**src/rtl/jcm_fifo.sv**
```systemverilog
/*
   Small shift fifo; the head entry and its valid are flip-flops, so the
   drain side sees registered outputs. Assumes one clock and a drain that
   may stall at will.
*/
`timescale 1ns/10ps
module jcm_fifo #(
   parameter int W = 8,
   parameter int D = 4
) (
   input  wire logic         clk,
   input  wire logic         resetn,
   input  wire logic         in_valid,
   output logic              in_ready,
   input  wire logic [W-1:0] in_data,
   output logic              out_valid,
   input  wire logic         out_ready,
   output logic [W-1:0]      out_data
);

   logic [W-1:0] data_q [D];
   logic [W-1:0] data_d [D];
   logic [D-1:0] vld_q;
   logic [D-1:0] vld_d;
   logic [D-1:0] sv;
   logic         pop;
   logic         push;

   // handshakes; full stalls the source
   assign pop       = vld_q[0] & out_ready;
   assign in_ready  = ~vld_q[D-1];
   assign push      = in_valid & in_ready;
   assign out_valid = vld_q[0];
   assign out_data  = data_q[0];

   // per entry: shift on pop, then fill the first empty slot
   for (genvar i = 0; i < D; i++) begin : g_ent
      if (i == D - 1) begin : g_top
         assign sv[i] = pop ? 1'b0 : vld_q[i];
      end else begin : g_mid
         assign sv[i] = pop ? vld_q[i+1] : vld_q[i];
      end
      always_comb begin
         data_d[i] = data_q[i];
         if (pop && i < D - 1) data_d[i] = data_q[(i < D - 1) ? i + 1 : i];
         vld_d[i] = sv[i];
         if (push && !sv[i] && (i == 0 || sv[(i > 0) ? i - 1 : 0])) begin
            data_d[i] = in_data;
            vld_d[i]  = 1'b1;
         end
      end
   end

   always_ff @(posedge clk or negedge resetn) begin
      if (!resetn) begin
         vld_q  <= '0;
         data_q <= '{default: '0};
      end else begin
         vld_q  <= vld_d;
         data_q <= data_d;
      end
   end

endmodule : jcm_fifo

```
**config.mk**
```make
export PLATFORM = sky130hd
export DESIGN_NAME = jcm_fifo
export DESIGN_NICKNAME = d
export VERILOG_FILES = /design/src/rtl/jcm_fifo.sv
export SDC_FILE = /design/constraint.sdc
export NUM_CORES = 1
export LEC_CHECK = 0
export BUFFER_PORTS_ARGS = -buffer_cell sky130_fd_sc_hd__buf_2
export CORE_ASPECT_RATIO = 0.8
export CORE_UTILIZATION = 45
export CTS_CLUSTER_DIAMETER = 40
export DETAILED_ROUTE_END_ITERATION = 10
export PLACE_DENSITY = 0.73
export SLEW_MARGIN = 20
export SYNTH_ARGS = -nofsm -noshare
export SYNTH_HDL_FRONTEND = slang
export SYNTH_SLANG_ARGS = --single-unit
```
**constraint.sdc**
```tcl
create_clock -name clk -period 4.5 [get_ports clk]
set_input_delay 0.675 -clock clk [delete_from_list [all_inputs] [get_ports clk]]
set_output_delay 0.675 -clock clk [all_outputs]
set_load 0.01 [all_outputs]
```
==> results of run 1 <==
[worst max path at each step]
stage,start,to,slack [ps],cells after the start
global placement,out_ready,data_q[9],2040,5
CTS,out_ready,data_q[9],2250,5
global route,out_ready,data_q[10],2160,5
floorplan,out_ready,data_q[10],2820,4
finish,out_ready,data_q[9],2250,5
detailed placement,out_ready,data_q[9],1940,5
[logic make-up (layout without fill, tap and decap cells)]
kind of cell,count (synthesis),in the layout
mux,40,40
flops,36,36
simple gates,27,27
compound gates,26,26
buf+inv,16,31
[routing by layer]
metal	track usage, %	vias to the layer above
met1	20.2	562
met4	11.8	0
met2	27.1	21
li1	-	525
met5	0	-
met3	4.24	5
[synth_stat cells (2+ instances only)]
master / n
mux2i_1: 16
a21oi_1: 3
buf_4: 9
nand2_1: 18
buf_2: 4
a21o_1: 2
mux2_4: 7
o21ai_0: 16
mux2_2: 17
dfrtp_1: 36
inv_1: 2
nand2b_1: 3
[sequential cells by signal, summed over array words and instances (netlist names)]
name      count
out_data      8
vld_q         4
data_q       24
[cell usage in the layout, fill, tap and decap left out]
cell type / Yosys / layout
mux2i_1: 16 / 16
a21o_1: 2 / 2
o22ai_1: 1 / 1
nand2b_1: 3 / 3
buf_4: 9 / 1
nand2_1: 18 / 18
nor2_1: 1 / 1
o211a_1: 1 / 1
nor2b_1: 1 / 1
mux2_4: 7 / 7
clkbuf_8: 0 / 5
a21oi_2: 1 / 1
inv_1: 2 / 2
a31oi_1: 1 / 1
and3_1: 1 / 1
mux2_2: 17 / 17
a21oi_1: 3 / 3
clkbuf_1: 0 / 1
and3b_1: 1 / 1
o21ai_0: 16 / 16
o221ai_1: 1 / 1
nand3_1: 1 / 1
clkinv_2: 0 / 1
nand3b_1: 1 / 1
buf_2: 4 / 21
dfrtp_1: 36 / 36
[cell type report]
| cell class | count | area, sq um | area share, % |
|---|---|---|---|
| inverters | 2 | 7.51 | 0.399 |
| flip-flops and latches | 36 | 901 | 47.9 |
| repair buffers | 22 | 113 | 5.98 |
| well taps | 42 | 52.6 | 2.79 |
| clock inverters | 1 | 5.00 | 0.266 |
| clock buffers | 6 | 72.6 | 3.86 |
| multi-input cells | 93 | 731 | 38.8 |
[stage by stage]
stage | total power, mW | hold slack, ps | instance area [sq um]
after CTS | 1.31 | 489 | 1880
after floorplan | 1.01 | 379 | 1740
after global placement | 1.06 | 485 | 1800
after detailed placement | 1.09 | 498 | 1800
after global routing | 1.39 | 529 | 1880
final | 1.30 | 471 | 1880
[report_power, final]
part           internal (mW)  switching, mW  total (mW)  leakage (nW)
Sequential             0.492          0.103       0.594         0.424
Clock                  0.105          0.107       0.212        0.0410
Combinational          0.274          0.216       0.490         0.425
Total                  0.871          0.426        1.30         0.890
[critical path, stage by stage]
cell	delay, ps
buf_2	140
nand2_1	580
nand3b_1	200
a21oi_2	440
mux2_2	390
==> impl_metrics.csv, run 1 <==
group,metric,value,unit
worst_setup_path,worstPathArrival,2420,ps
sta,setup_slack,2250,ps
worst_setup_path,r2r_slack,2300,ps
synth,ys_ff_latch,36,
worst_setup_path,crit_required,4670,ps
worst_setup_path,r2r-end,"data_q[9]",
power_and_ir_drop,ir_drop,0.000233,V
drt,drt_wl_total,3040,microns
drt,route.detailed.drc,0,
global_routing,grt.total_usage,16.9,%
layout,syn_to_final_growth,8.28,%
drt,vias_per_cell,5.51,
clock_network,root_buffer,"clkbuf_8",
drt,drtAntennaViolNets,0,
drt,wire_per_inst,15.0,microns
synth,ys.flop_type,"dfrtp_1",
run_status,status,"complete, no violations",
synth,synth_fa_ha_area_share,0,%
power_and_ir_drop,p_per_area,689,nW/um^2
floorplan,die_w,71.5,microns
layout,fillers,314,
sta,slew_violations,0,
synth,syn_area,1740,sq um
worst_setup_path,worst-path-max-fanout,16,
synth,yosysSeqAreaShare,51.8,%
clock_network,cts_max_level,2,
layout,instances_no_fill,202,
layout,finalCoreUtilization,52.8,%
synth,yosys_warnings,0,
placement,dp_cells,195,
hold_path,hold_class,"input port to async pin",
drt,wl_met3,104,microns
floorplan,start_util,48.7,%
drt,met1_length,1400,microns
clock_network,path_clk_slew,60,ps
global_routing,overflow,0,
drt,routed.top_layer,"met4",
global_routing,antenna_found_initial,0,
clock_network,cts-resized-gates,0,
synth,syn-mean-instance-area,12.0,sq um
clock_network,clk_latency,290,ps
synth,yosys.area.top_type,"dfrtp_1",
synth,synth_top_family_by_area,"multiplexers",
sta,fin_crit_sh,50.0,%
clock_network,hold_buffers,0,
synth,syn_inst,145,
sta,timing.slew.headroom,24.9,%
run,maxCapViolations,0,
sta,final.setup_skew,3.93,ps
clock_network,cts_tree,"yes",
sta,fin_crit,2250,ps
synth,synth_xor_area_share,0,%
global_routing,grt_max_degree,37,
placement,dp_slack,1940,ps
clock_network,cts_setup_buffers,0,
worst_setup_path,cp-end-kind,"flop",
drt,vias,1113,
power_and_ir_drop,p_leak,0.890,nW
floorplan,die_y,57.6,microns
clock_network,cts_buffer_depth,2,
placement,portBuffers,21,
sta,setup_total_negative_slack,0,ps
sta,setup_viol,0,
synth,synth_area_leaders,"dfrtp_1, mux2_2, mux2i_1",
layout,diodes,0,
floorplan,rows,19,
synth,yosys-mux-area-fraction,26.3,%
global_routing,grt_first_pass_wirelength,5080,microns
synth,synthSimpleGateAreaFrac,7.13,%
sta,tightest_slew,1130,ps
layout,fin_nets,172,
clock_network,cts_made_buffers,5,
synth,synth.distinct_cells,24,
worst_setup_path,critPathKind,"input port to flop",
layout,final_layout_size_suffix_gt1_share,33.1,%
sta,timing_hold_violations_final,0,
synth,synth_compound_area_share,8.64,%
placement,hpwl,2020,microns
synth,synth_top_cell_area_share,51.8,%
drt,drtPass1Iterations,4,
worst_setup_path,startpoint_type,"input port",
worst_setup_path,reg2regPathDepth,4,
synth,synth_fp_nets,157,
clock_network,cts_sinks,36,
floorplan,dieArea,4120,sq um
synth,synth_enable_flop_cells,0,
sta,rsz0062_at_grt,"false",
floorplan,io_pins,22,
drt,wl_met2,1470,microns
global_routing,grt_pass1_vias,1118,
synth,async_flop_share,100,%
sta,fmax,444,MHz
placement,gp_congestion,0.784,
floorplan,core_area,3570,sq um
worst_setup_path,reg2reg_from,"vld_q[0]",
drt,first_iter_violations,103,
(Power assumes the default switching activity.)
==> inputs of run 2 (changes only) <==
clock period = 2.26 ns   (was 4.5 ns; I/O delays follow)
==> run 2 against run 1 <==
Against the previous run:
- via count fell by 0.72%
- wire length increased by 2.3%
- clock power is 120% higher
- critical endpoint is now data_q[14]
==> impl_metrics.csv, run 2 (synthesized netlist as in run 1, its figures left out) <==
group,metric,value,unit
run_status,status,"complete, no violations",
placement,hpwl,2010,microns
layout,syn_to_final_growth,9.86,%
power_and_ir_drop,totalPowerFinal,2.65,mW
sta,setup_viol,0,
worst_setup_path,r2r_slack,620,ps
drt,vias,1105,
drt,drt_wl_total,3110,microns
sta,fmax,608,MHz
worst_setup_path,cp-end-kind,"flop",
worst_setup_path,endpoint,"data_q[14]",
clock_network,cts-resized-gates,0,
drt,vias_per_cell,5.39,
power_and_ir_drop,p_comb_share,37.6,%
drt,wire_per_inst,15.2,microns
worst_setup_path,worst-path-max-fanout,8,
floorplan,rows,19,
drt,route.detailed.drc,0,
clock_network,cts_tree,"yes",
global_routing,grt_max_degree,37,
sta,final.setup_skew,4.76,ps
power_and_ir_drop,power_frac_seq,44.6,%
sta,timing_hold_violations_final,0,
worst_setup_path,startpoint,"vld_q[0]",
worst_setup_path,startpoint_type,"flop",
clock_network,cts_buffer_depth,2,
power_and_ir_drop,p_sw_share,32.7,%
clock_network,cts_made_buffers,5,
global_routing,overflow,0,
floorplan,die_w,71.5,microns
power_and_ir_drop,ir_drop,0.000576,V
clock_network,root_buffer,"clkbuf_8",
worst_setup_path,worstPathArrival,1820,ps
layout,final_cell_mix,"dfrtp_1, buf_2, nand2_1",
sta,rsz0062_at_grt,"false",
power_and_ir_drop,p_per_area,1390,nW/um^2
layout,finalCoreUtilization,53.5,%
clock_network,hold_buffers,0,
run,maxCapViolations,0,
drt,drtPass1Iterations,4,
clock_network,cts_max_level,2,
global_routing,antenna_found_initial,0,
drt,drtAntennaViolNets,0,
layout,regMostFlops,"data_q",
worst_setup_path,reg2regPathDepth,4,
worst_setup_path,critPathKind,"flop to flop",
layout,largest_reg_flops,24,
worst_setup_path,reg2reg_from,"vld_q[0]",
layout,final_layout_size_suffix_gt1_share,33.7,%
clock_network,clk_latency,290,ps
sta,timing.slew.headroom,45.4,%
power_and_ir_drop,pwr-share-clk,17.9,%
sta,tightest_slew,820,ps
sta,setup_total_negative_slack,0,ps
clock_network,cts_sinks,36,
power_and_ir_drop,p_int,1.78,mW
layout,final_common_cell,"dfrtp_1",
layout,fin_nets,174,
sta,fin_crit_sh,72.7,%
floorplan,core_area,3570,sq um
clock_network,path_clk_slew,70,ps
worst_setup_path,r2r-end,"data_q[14]",
global_routing,grt_pass1_vias,1034,
clock_network,cts_setup_buffers,0,
placement,gp_congestion,0.749,
drt,first_iter_violations,59,
sta,slew_violations,0,
floorplan,io_pins,22,
layout,diodes,0,
placement,portBuffers,21,
floorplan,dieArea,4120,sq um
floorplan,die_y,57.6,microns
power_and_ir_drop,switchingPower,0.864,mW
global_routing,grt.total_usage,16.9,%
floorplan,start_util,48.7,%
sta,fin_crit,1640,ps
worst_setup_path,crit_required,2440,ps
power_and_ir_drop,p_leak,0.905,nW
global_routing,grt_first_pass_wirelength,4960,microns
hold_path,hold_class,"input port to async pin",
==> run 2: cell count changes in the layout (fill, tap and decap cells not counted), sizes merged <==
| cell | previous run | this run |
|---|---|---|
| clkinv | 1 | 0 |
| buf | 22 | 24 |
| clkbuf | 6 | 8 |
==> run 2: how the worst min path moves through the flow <==
| stage | startpoint | end | depth (start not counted) |
|---|---|---|---|
| floorplan | resetn | data_q[0] | 0 |
| finish | resetn | data_q[11] | 1 |
| global route | resetn | data_q[4] | 1 |
| CTS | resetn | data_q[4] | 1 |
| detailed placement | resetn | data_q[19] | 1 |
| global placement | resetn | data_q[19] | 1 |
==> run 2: area by class of cell <==
type,count,area [sq um]
Clock buffer,8,90.1
Fill cell,319,1660
Inverter,2,7.51
Multi-Input combinational cell,93,731
Sequential cell,36,901
Tap cell,42,52.6
Timing Repair Buffer,24,128
==> run 2: metal layers <==
layer | up-vias | routed length, microns | track usage (%)
met1 | 529 | 1430 | 21.4
met3 | 10 | 166 | 7.07
li1 | 541 | - | -
met2 | 25 | 1430 | 24.4
met5 | - | 0 | 0
met4 | 0 | 83 | 10.1
==> run 2: power by group through the flow <==
stage          Clock, mW  Combinational, mW  Sequential, mW
5_1_grt            0.507               1.09            1.22
4_1_cts            0.486               1.01            1.18
2_1_floorplan          0              0.876            1.14
3_5_place_dp           0              0.995            1.19
3_3_place_gp           0              0.953            1.17
6_report           0.473              0.994            1.18
==> run 2: metrics by stage <==
step                instance area (sq um)  setup slack (ps)  hold slack, ps  cells
finish                               1910               616             143    205
global route                         1910               495             199    205
CTS                                  1910               639             155    205
detailed placement                   1820               616             474    197
global placement                     1820               646             457    197
floorplan                            1740               757            43.4    145
==> run 2: worst max-delay path: stages (launching register included) <==
cell and delay (ps):
dfrtp_1 440, nand2_1 160, nand3b_1 100, a21oi_2 420, mux2_2 400
==> inputs of run 3 (changes only) <==
PLACE_DENSITY = 0.75   (was 0.73)
clock period = 1.33 ns   (was 2.26 ns; I/O delays follow)
==> run 3 against run 2 <==
Against the previous run:
- the flow now finishes with violations (negative setup slack)
- clock power grew 76%
- worst hold slack gained 29 ps
- critical path depth is the same
- critical path type unchanged
- highest routed layer unchanged
- power grew 110%
- cell count grew 12%
- non-clock buffer count grew 26
- core utilization grew 12 points
- clock-buffer cell count shrank 1
- design area grew 23%
- largest cell class unchanged
- register-to-register slack lost 730 ps
- die area is the same
==> impl_metrics.csv, run 3 (synthesized netlist as in run 1, its figures left out) <==
group,metric,value,unit
layout,final_cell_area,2350,sq um
worst_setup_path,worst-path-max-fanout,9,
run,maxCapViolations,0,
worst_setup_path,worstPathArrival,1620,ps
drt,wire_per_inst,16.8,microns
sta,fin_crit,1440,ps
hold_path,hold_start,"in_data[7]",
drt,vias,1242,
worst_setup_path,cp-end-kind,"flop",
floorplan,die_y,57.6,microns
drt,vias_per_cell,5.40,
floorplan,start_util,48.7,%
worst_setup_path,r2r_slack,-110,ps
floorplan,core_area,3570,sq um
layout,instances_no_fill,230,
worst_setup_path,reg2reg_from,"vld_q[0]",
worst_setup_path,crit_chain,"nand2_4 > buf_6 > mux2_2 > mux2_4",
layout,regMostFlops,"data_q",
sta,setup_slack,-112,ps
worst_setup_path,cpPeakStageDelay,430,ps
sta,tightest_slew,278,ps
sta,rsz0062_at_grt,"true",
drt,drtAntennaViolNets,0,
power_and_ir_drop,totalPowerFinal,5.50,mW
floorplan,io_pins,22,
worst_setup_path,cp_top_family,"multiplexers",
global_routing,grt_first_pass_wirelength,5840,microns
drt,drtPass1Iterations,5,
global_routing,grt_max_degree,17,
drt,route.detailed.drc,0,
placement,dp_cells,217,
worst_setup_path,startpoint_type,"flop",
power_and_ir_drop,p_leak,1.15,nW
sta,timing_hold_violations_final,0,
clock_network,cts_sinks,36,
sta,timing.slew.headroom,81.4,%
layout,finalCoreUtilization,65.9,%
placement,dpl-instance-area,2010,sq um
drt,first_iter_violations,66,
clock_network,root_buffer,"clkbuf_8",
clock_network,cts_made_buffers,5,
placement,portBuffers,21,
layout,final_layout_size_suffix_gt1_share,53.2,%
global_routing,antenna_found_initial,0,
clock_network,cts_tree,"yes",
global_routing,grt_pass1_vias,1236,
power_and_ir_drop,ir_drop,0.00124,V
layout,regArea,902,sq um
clock_network,path_clk_slew,70,ps
sta,setup_viol,22,
worst_setup_path,critPathKind,"flop to flop",
placement,gp_congestion,0.815,
worst_setup_path,cp_num_buf_inv,1,
hold_path,min_to,"out_data[7]",
sta,setup_total_negative_slack,-1060,ps
global_routing,grt.total_usage,19.3,%
drt,drt_wl_total,3860,microns
floorplan,rows,19,
clock_network,cts_max_level,2,
layout,final_cell_mix,"dfrtp_1, mux2_4, buf_2",
global_routing,overflow,0,
floorplan,dieArea,4120,sq um
layout,largest_reg_flops,24,
layout,final_common_cell,"dfrtp_1",
hold_path,hold_class,"input port to flop",
placement,dp_slack,-90.3,ps
sta,fmax,693,MHz
hold_path,holdPathStages,3,
worst_setup_path,critPathSlowestCell,"dfrtp_2",
sta,fin_crit_sh,108,%
layout,multi_input_area,882,sq um
worst_setup_path,crit_required,1510,ps
layout,fin_nets,200,
layout,diodes,0,
power_and_ir_drop,p_per_area,2340,nW/um^2
clock_network,cts_buffer_depth,2,
sta,final.setup_skew,5.01,ps
worst_setup_path,r2r-end,"data_q[8]",
run_status,status,"complete, but fails checks",
sta,slew_violations,0,
floorplan,die_w,71.5,microns
worst_setup_path,reg2regPathDepth,4,
layout,fillers,262,
clock_network,clk_latency,290,ps
sta,whs,172,ps
run_status,violations,"negative setup slack",
placement,hpwl,2300,microns
layout,syn_to_final_growth,35.1,%
==> run 3: changes by cell type in the layout (fill, tap and decap cells not counted), moves of 3 or more <==
| cell | delta |
|---|---|
| buf_4 | +13 |
| buf_6 | +10 |
| mux2_2 | -13 |
| mux2_4 | +13 |
| nand2_1 | -9 |
| nand2_2 | +5 |
| nand2_4 | +4 |
| o21ai_0 | -12 |
| o21ai_1 | +9 |
| o21ai_2 | +3 |
==> run 3: report_power, final <==
group | total [mW] | switching [mW] | internal [mW]
Sequential | 1.99 | 0.325 | 1.67
Clock | 0.831 | 0.370 | 0.461
Combinational | 2.68 | 1.09 | 1.59
==> run 3: metal layers <==
metal	wire (microns)	share of wire (%)	up-vias	global-route usage, %
met3	143	3.7	5	6.01
met1	1710	44	622	24.4
met4	40	1.0	0	6.16
li1	-	-	591	-
met2	1970	51	24	31.8
met5	0	0	-	0
==> run 3: final cells by class <==
type / instances / area share [%]
Tap cell: 42 / 2.24
Sequential cell: 36 / 38.4
Clock buffer: 7 / 4.10
Inverter: 2 / 0.320
Timing Repair Buffer: 50 / 17.4
Multi-Input combinational cell: 93 / 37.6
==> run 3: how the worst max path moves through the flow <==
stage | cells past startpoint | startpoint | to
after CTS | 5 | vld_q[0] | data_q[10]
after global routing | 4 | vld_q[0] | data_q[8]
after global placement | 4 | vld_q[0] | data_q[8]
after floorplan | 4 | vld_q[0] | data_q[10]
after detailed placement | 5 | vld_q[0] | data_q[10]
final | 4 | vld_q[0] | data_q[8]
==> run 3: timing repair <==
action	in CTS	in global routing
endpoints found under the hold margin	11	0
endpoints found under the setup margin	24	34
pin swaps	4	11
hold buffers	1	0
resized for setup	21	38
buffers inserted	2	1
cloned	0	2
==> run 3: worst reg2reg max path: cells and delay by family, from the launching register on <==
kind	cells	cell delay, ps
buffers and inverters	1	170
DFF	1	430
muxes	2	620
and+or+nand+nor	1	110
